`src/include/tcc_pkg.sv`:
```
// package: register map, field positions and constants of the capture/compare timer
package tcc_pkg;
    // register byte addresses (no map is printed, so these are chosen)
    localparam logic [4:0] ADR_CTRL_A = 5'h00;
    localparam logic [4:0] ADR_CTRL_B = 5'h01;
    localparam logic [4:0] ADR_STATUS = 5'h02;
    localparam logic [4:0] ADR_CAP1_HI = 5'h03;
    localparam logic [4:0] ADR_CAP1_LO = 5'h04;
    localparam logic [4:0] ADR_CMP1_HI = 5'h05;
    localparam logic [4:0] ADR_CMP1_LO = 5'h06;
    localparam logic [4:0] ADR_CNT_HI = 5'h07;
    localparam logic [4:0] ADR_CNT_LO = 5'h08;
    localparam logic [4:0] ADR_SHD_HI = 5'h09;
    localparam logic [4:0] ADR_SHD_LO = 5'h0a;
    localparam logic [4:0] ADR_CAP2_HI = 5'h0b;
    localparam logic [4:0] ADR_CAP2_LO = 5'h0c;
    localparam logic [4:0] ADR_CMP2_HI = 5'h0d;
    localparam logic [4:0] ADR_CMP2_LO = 5'h0e;
    // control a fields
    localparam int CA_CAP_IRQ_EN = 7;
    localparam int CA_CMP_IRQ_EN = 6;
    localparam int CA_OVF_IRQ_EN = 5;
    localparam int CA_CAP_EDGE1 = 1;
    // control b fields
    localparam int CB_CMP_PIN_EN1 = 7;
    localparam int CB_CMP_PIN_EN2 = 6;
    localparam int CB_ONE_PULSE = 5;
    localparam int CB_PWM = 4;
    localparam int CB_CLK_SEL_HI = 3;
    localparam int CB_CLK_SEL_LO = 2;
    localparam int CB_CAP_EDGE2 = 1;
    localparam int CB_EXT_EDGE = 0;
    // status fields
    localparam int ST_CAP1 = 7;
    localparam int ST_CMP1 = 6;
    localparam int ST_OVF = 5;
    localparam int ST_CAP2 = 4;
    localparam int ST_CMP2 = 3;
    // reset values and clock selects
    localparam logic [15:0] CNT_RELOAD = 16'hfffc;
    localparam logic [15:0] CNT_TOP = 16'hffff;
    localparam logic [15:0] CMP_RESET = 16'h8000;
    localparam logic [15:0] CNT_ONE = 16'h0001;
    localparam logic [7:0] CTRL_RESET = 8'h00;
    localparam logic [1:0] CLK_DIV4 = 2'b00;
    localparam logic [1:0] CLK_DIV2 = 2'b01;
    localparam logic [1:0] CLK_DIV8 = 2'b10;
    localparam logic [1:0] CLK_EXT = 2'b11;
    localparam logic [2:0] PRE_MASK2 = 3'h1;
    localparam logic [2:0] PRE_MASK4 = 3'h3;
    localparam logic [2:0] PRE_MASK8 = 3'h7;
    localparam logic [2:0] PRE_ONE = 3'h1;
endpackage

```
`src/hw/tcc_timer.sv`:
```
// 16-bit free-running timer with two input captures and two output compares
// Operation
// - 16-bit up-only counter, every 16-bit register reached as high and low byte
// - two read views of the count; shadow low byte never clears overflow
// - counter low byte write reloads fffc; fffc is reset and only reload value
// - timer tick is cpu clock divided by 2, 4, 8 or external clock
// - clock select both ones picks external pin; edge bit chooses its edge
// - all counter updates synchronous to the one internal clock
// - high byte read freezes low byte until low byte is read
// - after a completed pair, lone low byte read returns live count
// - overflow flag set when counter wraps ffff to 0000
// - overflow request when flag, enable set and global mask clear
// - overflow flag clears by status read then main low byte access
// - counter runs in wait, holds in halt, resumes held count
// - capture pin edge latches count and sets capture flag
// - each capture channel has its own edge select bit
// - one shared capture enable gates both capture flags onto request
// - capture flag clears by status read then that capture low byte access
// - capture high byte read blocks captures until low byte read
// - one-pulse or pwm mode leaves only capture channel 2 and compare channel 2 working
// - capture pins always feed capture logic, whatever pin direction
// - compare every tick; match sets flag, drives pin, may interrupt
// - compare registers software only, reset to 8000
// - divide-by-2 matches on equal; other clocks on compare plus one
// - compare high write inhibits until low write; flag clears by status then low
`timescale 1ns/10ps
module tcc_timer (
    input wire logic sys_clk,
    input wire logic sys_rst,
    input wire logic [4:0] reg_addr,
    input wire logic [7:0] reg_wdata,
    input wire logic reg_wr,
    input wire logic reg_rd,
    output logic [7:0] reg_rdata,
    input wire logic global_irq_mask,
    input wire logic halt_mode,
    input wire logic ext_count_pin,
    input wire logic capture_pin_1,
    input wire logic capture_pin_2,
    output logic compare_pin_1,
    output logic compare_pin_2,
    output logic compare_pin_en_1,
    output logic compare_pin_en_2,
    output logic timer_irq
);
    import tcc_pkg::*;

    // -------------------------------------------------------------
    // state
    // -------------------------------------------------------------
    logic [7:0] ctrl_a_q;
    logic [7:0] ctrl_b_q;
    logic [15:0] count_q;
    logic [2:0] pre_q;
    logic [7:0] low_buf_q;
    logic low_frozen_q;
    logic [15:0] cap1_q;
    logic [15:0] cap2_q;
    logic [7:0] cap1_lo_buf_q;
    logic [7:0] cap2_lo_buf_q;
    logic cap1_block_q;
    logic cap2_block_q;
    logic [15:0] cmp1_q;
    logic [15:0] cmp2_q;
    logic cmp1_inhibit_q;
    logic cmp2_inhibit_q;
    logic ovf_q;
    logic cap1_flag_q;
    logic cap2_flag_q;
    logic cmp1_flag_q;
    logic cmp2_flag_q;
    logic ovf_armed_q;
    logic cap1_armed_q;
    logic cap2_armed_q;
    logic cmp1_armed_q;
    logic cmp2_armed_q;
    logic cmp1_out_q;
    logic cmp2_out_q;
    logic [7:0] rdata_q;
    logic [2:0] ext_sync_q;
    logic [2:0] cap1_sync_q;
    logic [2:0] cap2_sync_q;

    // -------------------------------------------------------------
    // bus decode
    // -------------------------------------------------------------
    function automatic logic hit(input logic [4:0] a, input logic [4:0] ref_a);
        hit = (a == ref_a);
    endfunction

    wire any_acc = reg_wr | reg_rd;
    wire cnt_lo_acc = any_acc & hit(reg_addr, ADR_CNT_LO);
    wire cnt_lo_rd = reg_rd & (hit(reg_addr, ADR_CNT_LO) | hit(reg_addr, ADR_SHD_LO));
    wire cnt_hi_rd = reg_rd & (hit(reg_addr, ADR_CNT_HI) | hit(reg_addr, ADR_SHD_HI));
    wire cnt_lo_wr = reg_wr & (hit(reg_addr, ADR_CNT_LO) | hit(reg_addr, ADR_SHD_LO));
    wire stat_rd = reg_rd & hit(reg_addr, ADR_STATUS);
    wire cap1_hi_rd = reg_rd & hit(reg_addr, ADR_CAP1_HI);
    wire cap2_hi_rd = reg_rd & hit(reg_addr, ADR_CAP2_HI);
    wire cap1_lo_rd = reg_rd & hit(reg_addr, ADR_CAP1_LO);
    wire cap2_lo_rd = reg_rd & hit(reg_addr, ADR_CAP2_LO);
    wire cap1_lo_acc = any_acc & hit(reg_addr, ADR_CAP1_LO);
    wire cap2_lo_acc = any_acc & hit(reg_addr, ADR_CAP2_LO);
    wire cmp1_hi_wr = reg_wr & hit(reg_addr, ADR_CMP1_HI);
    wire cmp2_hi_wr = reg_wr & hit(reg_addr, ADR_CMP2_HI);
    wire cmp1_lo_wr = reg_wr & hit(reg_addr, ADR_CMP1_LO);
    wire cmp2_lo_wr = reg_wr & hit(reg_addr, ADR_CMP2_LO);
    wire cmp1_lo_acc = any_acc & hit(reg_addr, ADR_CMP1_LO);
    wire cmp2_lo_acc = any_acc & hit(reg_addr, ADR_CMP2_LO);

    // -------------------------------------------------------------
    // timer tick
    // -------------------------------------------------------------
    wire [1:0] clk_sel = ctrl_b_q[CB_CLK_SEL_HI:CB_CLK_SEL_LO];
    wire ext_mode = (clk_sel == CLK_EXT);
    wire alt_mode = ctrl_b_q[CB_ONE_PULSE] | ctrl_b_q[CB_PWM];
    // edge detection reads only the second and third stages
    wire ext_rise = ext_sync_q[1] & ~ext_sync_q[2];
    wire ext_fall = ~ext_sync_q[1] & ext_sync_q[2];
    wire ext_tick = ctrl_b_q[CB_EXT_EDGE] ? ext_rise : ext_fall;
    wire [2:0] pre_mask = (clk_sel == CLK_DIV2) ? PRE_MASK2 :
                          (clk_sel == CLK_DIV8) ? PRE_MASK8 : PRE_MASK4;
    wire pre_tick = ((pre_q & pre_mask) == pre_mask);
    // halt freezes prescaler and count; wait is invisible here
    wire tick = ~halt_mode & (ext_mode ? ext_tick : pre_tick);
    wire [15:0] count_inc = count_q + CNT_ONE;
    wire wrap = tick & (count_q == CNT_TOP);

    // -------------------------------------------------------------
    // capture edges, compare matches
    // -------------------------------------------------------------
    wire cap1_edge = ctrl_a_q[CA_CAP_EDGE1] ? (cap1_sync_q[1] & ~cap1_sync_q[2]) :
                     (~cap1_sync_q[1] & cap1_sync_q[2]);
    wire cap2_edge = ctrl_b_q[CB_CAP_EDGE2] ? (cap2_sync_q[1] & ~cap2_sync_q[2]) :
                     (~cap2_sync_q[1] & cap2_sync_q[2]);
    wire cap1_take = cap1_edge & ~cap1_block_q & ~alt_mode;
    wire cap2_take = cap2_edge & ~cap2_block_q;
    // divide-by-2 matches the count itself, slower clocks one tick later
    wire div2 = (clk_sel == CLK_DIV2);
    wire [15:0] cmp1_ref = div2 ? cmp1_q : cmp1_q + CNT_ONE;
    wire [15:0] cmp2_ref = div2 ? cmp2_q : cmp2_q + CNT_ONE;
    wire cmp1_hit = tick & ~cmp1_inhibit_q & ~alt_mode & (count_q == cmp1_ref);
    wire cmp2_hit = tick & ~cmp2_inhibit_q & (count_q == cmp2_ref);

    // -------------------------------------------------------------
    // synchronisers for the three pins
    // -------------------------------------------------------------
    always_ff @(posedge sys_clk or posedge sys_rst) begin
        if (sys_rst) begin
            ext_sync_q <= 3'h0;
            cap1_sync_q <= 3'h0;
            cap2_sync_q <= 3'h0;
        end else begin
            ext_sync_q <= {ext_sync_q[1:0], ext_count_pin};
            cap1_sync_q <= {cap1_sync_q[1:0], capture_pin_1};
            cap2_sync_q <= {cap2_sync_q[1:0], capture_pin_2};
        end
    end

    // -------------------------------------------------------------
    // control registers and counter
    // -------------------------------------------------------------
    // reload wins over a tick so software always sees fffc after the write
    always_ff @(posedge sys_clk or posedge sys_rst) begin
        if (sys_rst) begin
            ctrl_a_q <= CTRL_RESET;
            ctrl_b_q <= CTRL_RESET;
            count_q <= CNT_RELOAD;
            pre_q <= 3'h0;
        end else begin
            if (reg_wr & hit(reg_addr, ADR_CTRL_A)) ctrl_a_q <= reg_wdata;
            if (reg_wr & hit(reg_addr, ADR_CTRL_B)) ctrl_b_q <= reg_wdata;
            if (!halt_mode) pre_q <= pre_q + PRE_ONE;
            if (cnt_lo_wr) count_q <= CNT_RELOAD;
            else if (tick) count_q <= count_inc;
        end
    end

    // -------------------------------------------------------------
    // counter read pairing
    // -------------------------------------------------------------
    always_ff @(posedge sys_clk or posedge sys_rst) begin
        if (sys_rst) begin
            low_buf_q <= 8'h00;
            low_frozen_q <= 1'b0;
        end else if (cnt_hi_rd) begin
            if (!low_frozen_q) low_buf_q <= count_q[7:0];
            low_frozen_q <= 1'b1;
        end else if (cnt_lo_rd) begin
            low_frozen_q <= 1'b0;
        end
    end

    // -------------------------------------------------------------
    // capture registers
    // -------------------------------------------------------------
    always_ff @(posedge sys_clk or posedge sys_rst) begin
        if (sys_rst) begin
            cap1_q <= 16'h0000;
            cap2_q <= 16'h0000;
            cap1_block_q <= 1'b0;
            cap2_block_q <= 1'b0;
            cap1_lo_buf_q <= 8'h00;
            cap2_lo_buf_q <= 8'h00;
        end else begin
            if (cap1_take) cap1_q <= count_q;
            if (cap2_take) cap2_q <= count_q;
            if (cap1_hi_rd) cap1_lo_buf_q <= cap1_q[7:0];
            if (cap2_hi_rd) cap2_lo_buf_q <= cap2_q[7:0];
            if (cap1_hi_rd) cap1_block_q <= 1'b1;
            else if (cap1_lo_rd) cap1_block_q <= 1'b0;
            if (cap2_hi_rd) cap2_block_q <= 1'b1;
            else if (cap2_lo_rd) cap2_block_q <= 1'b0;
        end
    end

    // -------------------------------------------------------------
    // compare registers, written only by software
    // -------------------------------------------------------------
    always_ff @(posedge sys_clk or posedge sys_rst) begin
        if (sys_rst) begin
            cmp1_q <= CMP_RESET;
            cmp2_q <= CMP_RESET;
            cmp1_inhibit_q <= 1'b0;
            cmp2_inhibit_q <= 1'b0;
        end else begin
            if (cmp1_hi_wr) cmp1_q[15:8] <= reg_wdata;
            if (cmp1_lo_wr) cmp1_q[7:0] <= reg_wdata;
            if (cmp2_hi_wr) cmp2_q[15:8] <= reg_wdata;
            if (cmp2_lo_wr) cmp2_q[7:0] <= reg_wdata;
            if (cmp1_hi_wr) cmp1_inhibit_q <= 1'b1;
            else if (cmp1_lo_wr) cmp1_inhibit_q <= 1'b0;
            if (cmp2_hi_wr) cmp2_inhibit_q <= 1'b1;
            else if (cmp2_lo_wr) cmp2_inhibit_q <= 1'b0;
        end
    end

    // -------------------------------------------------------------
    // flags: a status read arms the clear, the low byte access clears
    // -------------------------------------------------------------
    // set beats clear, so an event in the clearing cycle survives
    always_ff @(posedge sys_clk or posedge sys_rst) begin
        if (sys_rst) begin
            ovf_q <= 1'b0;
            cap1_flag_q <= 1'b0;
            cap2_flag_q <= 1'b0;
            cmp1_flag_q <= 1'b0;
            cmp2_flag_q <= 1'b0;
            ovf_armed_q <= 1'b0;
            cap1_armed_q <= 1'b0;
            cap2_armed_q <= 1'b0;
            cmp1_armed_q <= 1'b0;
            cmp2_armed_q <= 1'b0;
        end else begin
            ovf_q <= wrap | (ovf_q & ~(ovf_armed_q & cnt_lo_acc));
            cap1_flag_q <= cap1_take | (cap1_flag_q & ~(cap1_armed_q & cap1_lo_acc));
            cap2_flag_q <= cap2_take | (cap2_flag_q & ~(cap2_armed_q & cap2_lo_acc));
            cmp1_flag_q <= cmp1_hit | (cmp1_flag_q & ~(cmp1_armed_q & cmp1_lo_acc));
            cmp2_flag_q <= cmp2_hit | (cmp2_flag_q & ~(cmp2_armed_q & cmp2_lo_acc));
            if (stat_rd) ovf_armed_q <= ovf_q;
            else if (cnt_lo_acc) ovf_armed_q <= 1'b0;
            if (stat_rd) cap1_armed_q <= cap1_flag_q;
            else if (cap1_lo_acc) cap1_armed_q <= 1'b0;
            if (stat_rd) cap2_armed_q <= cap2_flag_q;
            else if (cap2_lo_acc) cap2_armed_q <= 1'b0;
            if (stat_rd) cmp1_armed_q <= cmp1_flag_q;
            else if (cmp1_lo_acc) cmp1_armed_q <= 1'b0;
            if (stat_rd) cmp2_armed_q <= cmp2_flag_q;
            else if (cmp2_lo_acc) cmp2_armed_q <= 1'b0;
        end
    end

    // -------------------------------------------------------------
    // compare pins: match toggles the pin, reset clears it to low
    // -------------------------------------------------------------
    always_ff @(posedge sys_clk or posedge sys_rst) begin
        if (sys_rst) begin
            cmp1_out_q <= 1'b0;
            cmp2_out_q <= 1'b0;
        end else begin
            if (cmp1_hit) cmp1_out_q <= ~cmp1_out_q;
            if (cmp2_hit) cmp2_out_q <= ~cmp2_out_q;
        end
    end
    assign compare_pin_1 = cmp1_out_q;
    assign compare_pin_2 = cmp2_out_q;
    assign compare_pin_en_1 = ctrl_b_q[CB_CMP_PIN_EN1];
    assign compare_pin_en_2 = ctrl_b_q[CB_CMP_PIN_EN2];

    // -------------------------------------------------------------
    // interrupt request; pending flags wait for the mask to open
    // -------------------------------------------------------------
    wire ovf_req = ovf_q & ctrl_a_q[CA_OVF_IRQ_EN];
    wire cap_req = (cap1_flag_q | cap2_flag_q) & ctrl_a_q[CA_CAP_IRQ_EN];
    wire cmp_req = (cmp1_flag_q | cmp2_flag_q) & ctrl_a_q[CA_CMP_IRQ_EN];
    assign timer_irq = ~global_irq_mask & (ovf_req | cap_req | cmp_req);

    // -------------------------------------------------------------
    // read mux, registered for next-cycle data
    // -------------------------------------------------------------
    wire [7:0] status_byte = {cap1_flag_q, cmp1_flag_q, ovf_q, cap2_flag_q, cmp2_flag_q, 3'h0};
    wire [7:0] cnt_lo_view = low_frozen_q ? low_buf_q : count_q[7:0];
    wire [7:0] cap1_lo_view = cap1_block_q ? cap1_lo_buf_q : cap1_q[7:0];
    wire [7:0] cap2_lo_view = cap2_block_q ? cap2_lo_buf_q : cap2_q[7:0];
    logic [7:0] rd_mux;
    always_comb begin
        case (reg_addr)
            ADR_CTRL_A: rd_mux = ctrl_a_q;
            ADR_CTRL_B: rd_mux = ctrl_b_q;
            ADR_STATUS: rd_mux = status_byte;
            ADR_CAP1_HI: rd_mux = cap1_q[15:8];
            ADR_CAP1_LO: rd_mux = cap1_lo_view;
            ADR_CMP1_HI: rd_mux = cmp1_q[15:8];
            ADR_CMP1_LO: rd_mux = cmp1_q[7:0];
            ADR_CNT_HI: rd_mux = count_q[15:8];
            ADR_CNT_LO: rd_mux = cnt_lo_view;
            ADR_SHD_HI: rd_mux = count_q[15:8];
            ADR_SHD_LO: rd_mux = cnt_lo_view;
            ADR_CAP2_HI: rd_mux = cap2_q[15:8];
            ADR_CAP2_LO: rd_mux = cap2_lo_view;
            ADR_CMP2_HI: rd_mux = cmp2_q[15:8];
            ADR_CMP2_LO: rd_mux = cmp2_q[7:0];
            default: rd_mux = 8'h00;
        endcase
    end
    always_ff @(posedge sys_clk or posedge sys_rst) begin
        if (sys_rst) rdata_q <= 8'h00;
        else rdata_q <= reg_rd ? rd_mux : 8'h00;
    end
    assign reg_rdata = rdata_q;
endmodule // tcc_timer

```
`config.mk`:
```
export PLATFORM = sky130hd
export DESIGN_NAME = tcc_timer
export DESIGN_NICKNAME = d
export VERILOG_FILES = /design/src/include/tcc_pkg.sv /design/src/hw/tcc_timer.sv
export SDC_FILE = /design/constraint.sdc
export NUM_CORES = 1
export LEC_CHECK = 0
export BUFFER_PORTS_ARGS = -buffer_cell sky130_fd_sc_hd__buf_2
export CAP_MARGIN = 0
export CORE_ASPECT_RATIO = 0.7
export CORE_MARGIN = 2
export CORE_UTILIZATION = 25
export DETAILED_ROUTE_END_ITERATION = 8
export PLACE_DENSITY = 0.49
export SYNTH_ARGS = -nofsm -noshare
export SYNTH_HDL_FRONTEND = slang
export SYNTH_SLANG_ARGS = --single-unit
```
`constraint.sdc`:
```
create_clock -name sys_clk -period 9.9 [get_ports sys_clk]
set_clock_uncertainty 0.15 [all_clocks]
set_input_delay 1.98 -clock sys_clk [delete_from_list [all_inputs] [get_ports sys_clk]]
set_output_delay 1.98 -clock sys_clk [all_outputs]
set_load 0.05 [all_outputs]
```
[After elaboration in Yosys (flattened, before gate mapping)]
Cells that the tools add are included.
Word-level totals
  output and inout bits: 13
  RAM bits: 0
  bits in read-only memories: 0
  input port bits: 22
  latch bits: 0
  memories: 0
  logic and storage cells: 191
  bits in registers: 157
Cells by class
  muxes and demuxes: 35
  shift operators: 0
  div/mod/pow operators: 0
  add/sub/neg operators: 4
  bitwise logic cells: 83
  reduce and logical (&&, ||, !) cells: 14
  multiply operators: 0
  $lt $le $gt $ge: 0
  eq/ne operators: 21
Operator list (number)
  $pmux W8 S13: 1
  $mux W16: 4
  $and A1 B1 Y1: 49
  $add A16 B1 Y16 const B: 3
  $eq A5 B4 Y1 const B: 7
  $eq A16 B16 Y1: 2
  $mux W8: 4
  $mux W1: 24
  $reduce_bool A2 Y1: 11
  $eq A5 B3 Y1 const B: 4
  $not A1 Y1: 20
  $eq A16 B16 Y1 const B: 1
  $or A1 B1 Y1: 13
  $eq A5 B2 Y1 const B: 2
  $mux W3: 2
  $eq A5 B1 Y1 const B: 1
  $logic_not A5 Y1: 1
  $eq A2 B2 Y1 const B: 2
  $reduce_or A2 Y1: 2
  $add A3 B1 Y3 const B: 1
  $and A3 B3 Y3: 1
  $eq A3 B3 Y1: 1
  $eq A2 B1 Y1 const B: 1

[Depth between registers and ports, before layout]
  depth after elaboration: 11
  gate-level depth with buffers: 9
  depth with buffers taken out: 8

[Worst setup path after synthesis]
OpenSTA, ideal clock, no wires.
  path kind: input port to output port
  from: input global_irq_mask
  to: output timer_irq
  data arrival time: 2.786 ns
  stages: 1
  data required time: 7.770 ns
  buffers on the path: 0
  path slack: 4.984 ns
  cells stage by stage: a31oi_1
Between the ends
  cells in the longest elaborated chain, start to end: 2
RTL lines
  start, declared: RTL line tcc_timer.sv:35  | input wire logic global_irq_mask,
  $not A1 Y1: RTL line tcc_timer.sv:295  | assign timer_irq = ~global_irq_mask & (ovf_req | cap_req | cmp_req);
  $and A1 B1 Y1: RTL line tcc_timer.sv:295
  end, declared: RTL line tcc_timer.sv:44  | output logic timer_irq
Every way passes these cells.

[Worst setup path after layout]
Ends and elaborated chain as after synthesis.

==> impl_metrics.csv <==
group,metric,value,unit
critical_path,crit_buf_inv,2,
cells_and_area,fillers,3400,
clock_tree,cts_buffer_depth,2,
floorplanning,initial_core_util,0.253,
critical_path,cpMaxStageDelayCell,"buf_2",
sta,worst_slew_pin_slew,1.01,ns
critical_path,cp_max_fo,1,
critical_path,crit_type,"in2out",
power,sw_frac_of_total,0.348,
critical_path,crit_arrival,2.51,ns
clock_tree,htreeDepth,4,
global_routing,grt.busiest_layer,"met1",
worst_hold_path,hold_path_end,"cap2_sync_q[1]$_DFF_PP0_",
critical_path,crit_chain,"buf_2 -> a31oi_1 -> buf_2",
route,drtAntennaViolNets,0,
route,drt_pass1_iterations,6,
placement,place_hpwl,18.4,mm
yosys,ys.flop_type,"dfrtp_1",
clock_tree,cts-root-buf,"clkbuf_16",
yosys,synthCells,750,
floorplanning,io_pins,35,
placement,port_buffers,34,
critical_path,r2r_end,"compare_pin_2$_DFFE_PP0P_",
critical_path,critPathMaxStageDelay,0.29,ns
sta,max_freq,215,MHz
floorplanning,die_y,155,um
global_routing,grtUsageTotal,0.156,
global_routing,grt_use_met3,0.0424,
critical_path,worst_setup_path_end_kind,"output pin",
power,internal-power,1530,uW
sta,fin_crit,4.64,ns
sta,tns,0,ns
route,wl_per_cell,21.0,um
clock_tree,cts_made_buffers,17,
sta,finalHoldViolations,0,
worst_hold_path,hold_class,"reg2reg",
sta,rsz0062_at_grt,"no",
route,drt_iter0_drc,569,
critical_path,reg2reg_from,"ctrl_b_q[3]$_DFFE_PP0P_",
yosys,syn-num-nets,776,
yosys,syn_area_per_cell,10.9,um2
placement,globalplace.congestion,0.873,
global_routing,grt.met1_usage,0.243,
run_status,status,"finished, final reports clean",
worst_hold_path,min_from,"cap2_sync_q[0]$_DFF_PP0_",
global_routing,grt.overflow.total,0,
power,power.density,251,nW/um2
power,p_switching,815,uW
clock_tree,cts_resized,0,
yosys,yosysSeqAreaShare,0.484,
sta,min_period_over_period,0.469,
route,drc,0,
clock_tree,tritoncts,"built",
global_routing,grt_first_pass_wirelength,38.8,mm
clock_tree,path_clk_slew,0.06,ns
cells_and_area,register_area,3950,um2
cells_and_area,final_nets,793,
route,vias,6064,
yosys,synth_cell_types,62,
critical_path,reg2reg_slack,6.65,ns
power,p_comb_frac,0.242,
yosys,ys_async_sr_fraction,1.00,
power,p_clk_frac,0.284,
yosys,synth_warnings,0,
floorplanning,rows,55,
global_routing,grt_max_degree,94,
clock_tree,cts_num_sinks,157,
power,p_total,2340,uW
clock_tree,postCtsHoldBufs,0,
power,ir_drop,0.0873,mV
power,p_seq_frac,0.474,
yosys,synth_edf_count,0,
sta,slew_viol_final,0,
power,p_leak,0.00372,uW
cells_and_area,drive_gt1_frac,0.256,
route,drt-total-wl,25.3,mm
cells_and_area,area.growth.synth_to_final,14.3,%
global_routing,grt_pass1_vias,5890,
sta,final-setup-viol-count,0,
cells_and_area,insertedDiodeCount,0,
clock_tree,cts_post_setup_buffers_inserted,0,
worst_hold_path,min_path_cells,0,
floorplanning,dieArea,34100,um2
yosys,synth.cell_area,8160,um2
cells_and_area,multi_input_area,4010,um2
clock_tree,clk-insertion-delay-late,0.44,ns
global_routing,antenna_found_initial,0,
floorplanning,die_w,220,um
critical_path,critPathLaunchType,"primary input",
critical_path,critPathRequiredTime,7.77,ns
run,drv_cap,0,
critical_path,cp_common_cell,"buf_2",
sta,slew_headroom,0.327,
route,viasPerCell,5.02,
yosys,ys_ff_latch,157,
floorplanning,core_area,32200,um2
critical_path,worst_r2r_path_depth,7,
global_routing,met2_usage,0.208,
critical_path,critPathTopFamily,"buffers and inverters",
## cells in the mapped netlist (6+ instances only)
cell type	instances	share of area
nand2_1	95	0.044
dfrtp_1	141	0.43
o21ai_0	36	0.022
a221oi_1	15	0.016
mux2i_1	28	0.034
buf_2	6	0.0037
mux2_2	98	0.14
nor4_1	7	0.0054
nand3_1	25	0.015
xor2_1	21	0.023
nor2_1	34	0.016
nand2b_1	9	0.0069
nand4_1	11	0.0084
dfstp_2	16	0.052
or3_1	6	0.0046
clkbuf_1	29	0.013
xnor2_1	41	0.044
a31oi_1	9	0.0069
a21oi_1	16	0.0098
nand3b_1	8	0.0074
## layout make-up
cell class | instances | share of cell area
well taps | 427 | 0.0573
repair buffers | 39 | 0.0223
inverters | 5 | 0.00255
clock inverters | 11 | 0.0123
clock buffers | 21 | 0.0515
multi-input cells | 547 | 0.430
flip-flops and latches | 157 | 0.424
## metrics by stage
| step | setup slack, ns | hold WS, ns | instance area [um2] | util | instances |
|---|---|---|---|---|---|
| 5_1_grt | 5.19 | 0.209 | 9320 | 0.289 | 1207 |
| 3_3_place_gp | 5.29 | 0.187 | 8730 | 0.271 | 1175 |
| 6_report | 5.26 | 0.205 | 9320 | 0.289 | 1207 |
| 3_5_place_dp | 5.26 | 0.193 | 8730 | 0.271 | 1175 |
| 4_1_cts | 5.26 | 0.207 | 9320 | 0.289 | 1207 |
| 2_1_floorplan | 3.56 | 0.181 | 8160 | - | 750 |
## power by group through the flow
| stage | registers, uW | clock network [uW] | logic (uW) |
|---|---|---|---|
| 2_1_floorplan | 948 | 0 | 519 |
| 3_3_place_gp | 1110 | 0 | 561 |
| 3_5_place_dp | 1120 | 0 | 567 |
| 4_1_cts | 1110 | 680 | 570 |
| 5_1_grt | 1140 | 713 | 631 |
| 6_report | 1110 | 664 | 566 |
## registers in the layout (all words and copies together) (netlist names), 8 cells and up
| name | count |
|---|---|
| ctrl_b_q | 8 |
| cmp1_q | 16 |
| cap1_q | 16 |
| cmp2_q | 16 |
| low_buf_q | 8 |
| cap2_q | 16 |
| reg_rdata | 8 |
| cap2_lo_buf_q | 8 |
| ctrl_a_q | 8 |
| count_q | 16 |
| cap1_lo_buf_q | 8 |
## worst max path at each step
| stage | to | slack, ns | start | cells after the start |
|---|---|---|---|---|
| final | timer_irq | 5.26 | global_irq_mask | 3 |
| after global routing | timer_irq | 5.19 | global_irq_mask | 3 |
| after CTS | timer_irq | 5.26 | global_irq_mask | 3 |
| after detailed placement | timer_irq | 5.26 | global_irq_mask | 3 |
| after global placement | timer_irq | 5.29 | global_irq_mask | 3 |
| after floorplan | cap1_armed_q$_DFFE_PP0P_ | 3.56 | sys_rst | 1 |
## per-layer routing
metal,share of wire,routed length (um),up-vias
met3,0.084,2120,23
met1,0.51,12800,3060
li1,-,-,2753
met5,0,0,-
met4,0.011,281,0
met2,0.40,10100,228
## cells in the final DEF (no fill, tap or decap), drive strengths merged, types with 5 or more instances in the layout
| cell | netlist | final |
|---|---|---|
| a21oi | 16 | 16 |
| a221oi | 15 | 15 |
| a31oi | 9 | 9 |
| buf | 12 | 39 |
| clkbuf | 29 | 21 |
| clkinv | 0 | 5 |
| dfrtp | 141 | 141 |
| dfstp | 16 | 16 |
| inv | 5 | 5 |
| mux2 | 103 | 103 |
| mux2i | 28 | 28 |
| nand2 | 95 | 95 |
| nand2b | 9 | 9 |
| nand3 | 25 | 25 |
| nand3b | 8 | 8 |
| nand4 | 11 | 11 |
| nor2 | 34 | 34 |
| nor3 | 9 | 9 |
| nor4 | 9 | 9 |
| o211ai | 5 | 5 |
| o21ai | 41 | 41 |
| or3 | 6 | 6 |
| xnor2 | 41 | 41 |
| xor2 | 21 | 21 |
## cell families (layout without fill, tap and decap cells)
kind of cell / count (synthesis) / in the layout / synth area share
muxes: 131 / 131 / 0.177
buffers and inverters: 46 / 76 / 0.0239
and+or+nand+nor: 230 / 230 / 0.142
DFF: 157 / 157 / 0.484
AOI/OAI and AO/OA: 120 / 120 / 0.101
adders and majority gates: 4 / 4 / 0.00614
xor gates and xnor gates: 62 / 62 / 0.0666
(Power assumes the default switching activity.)
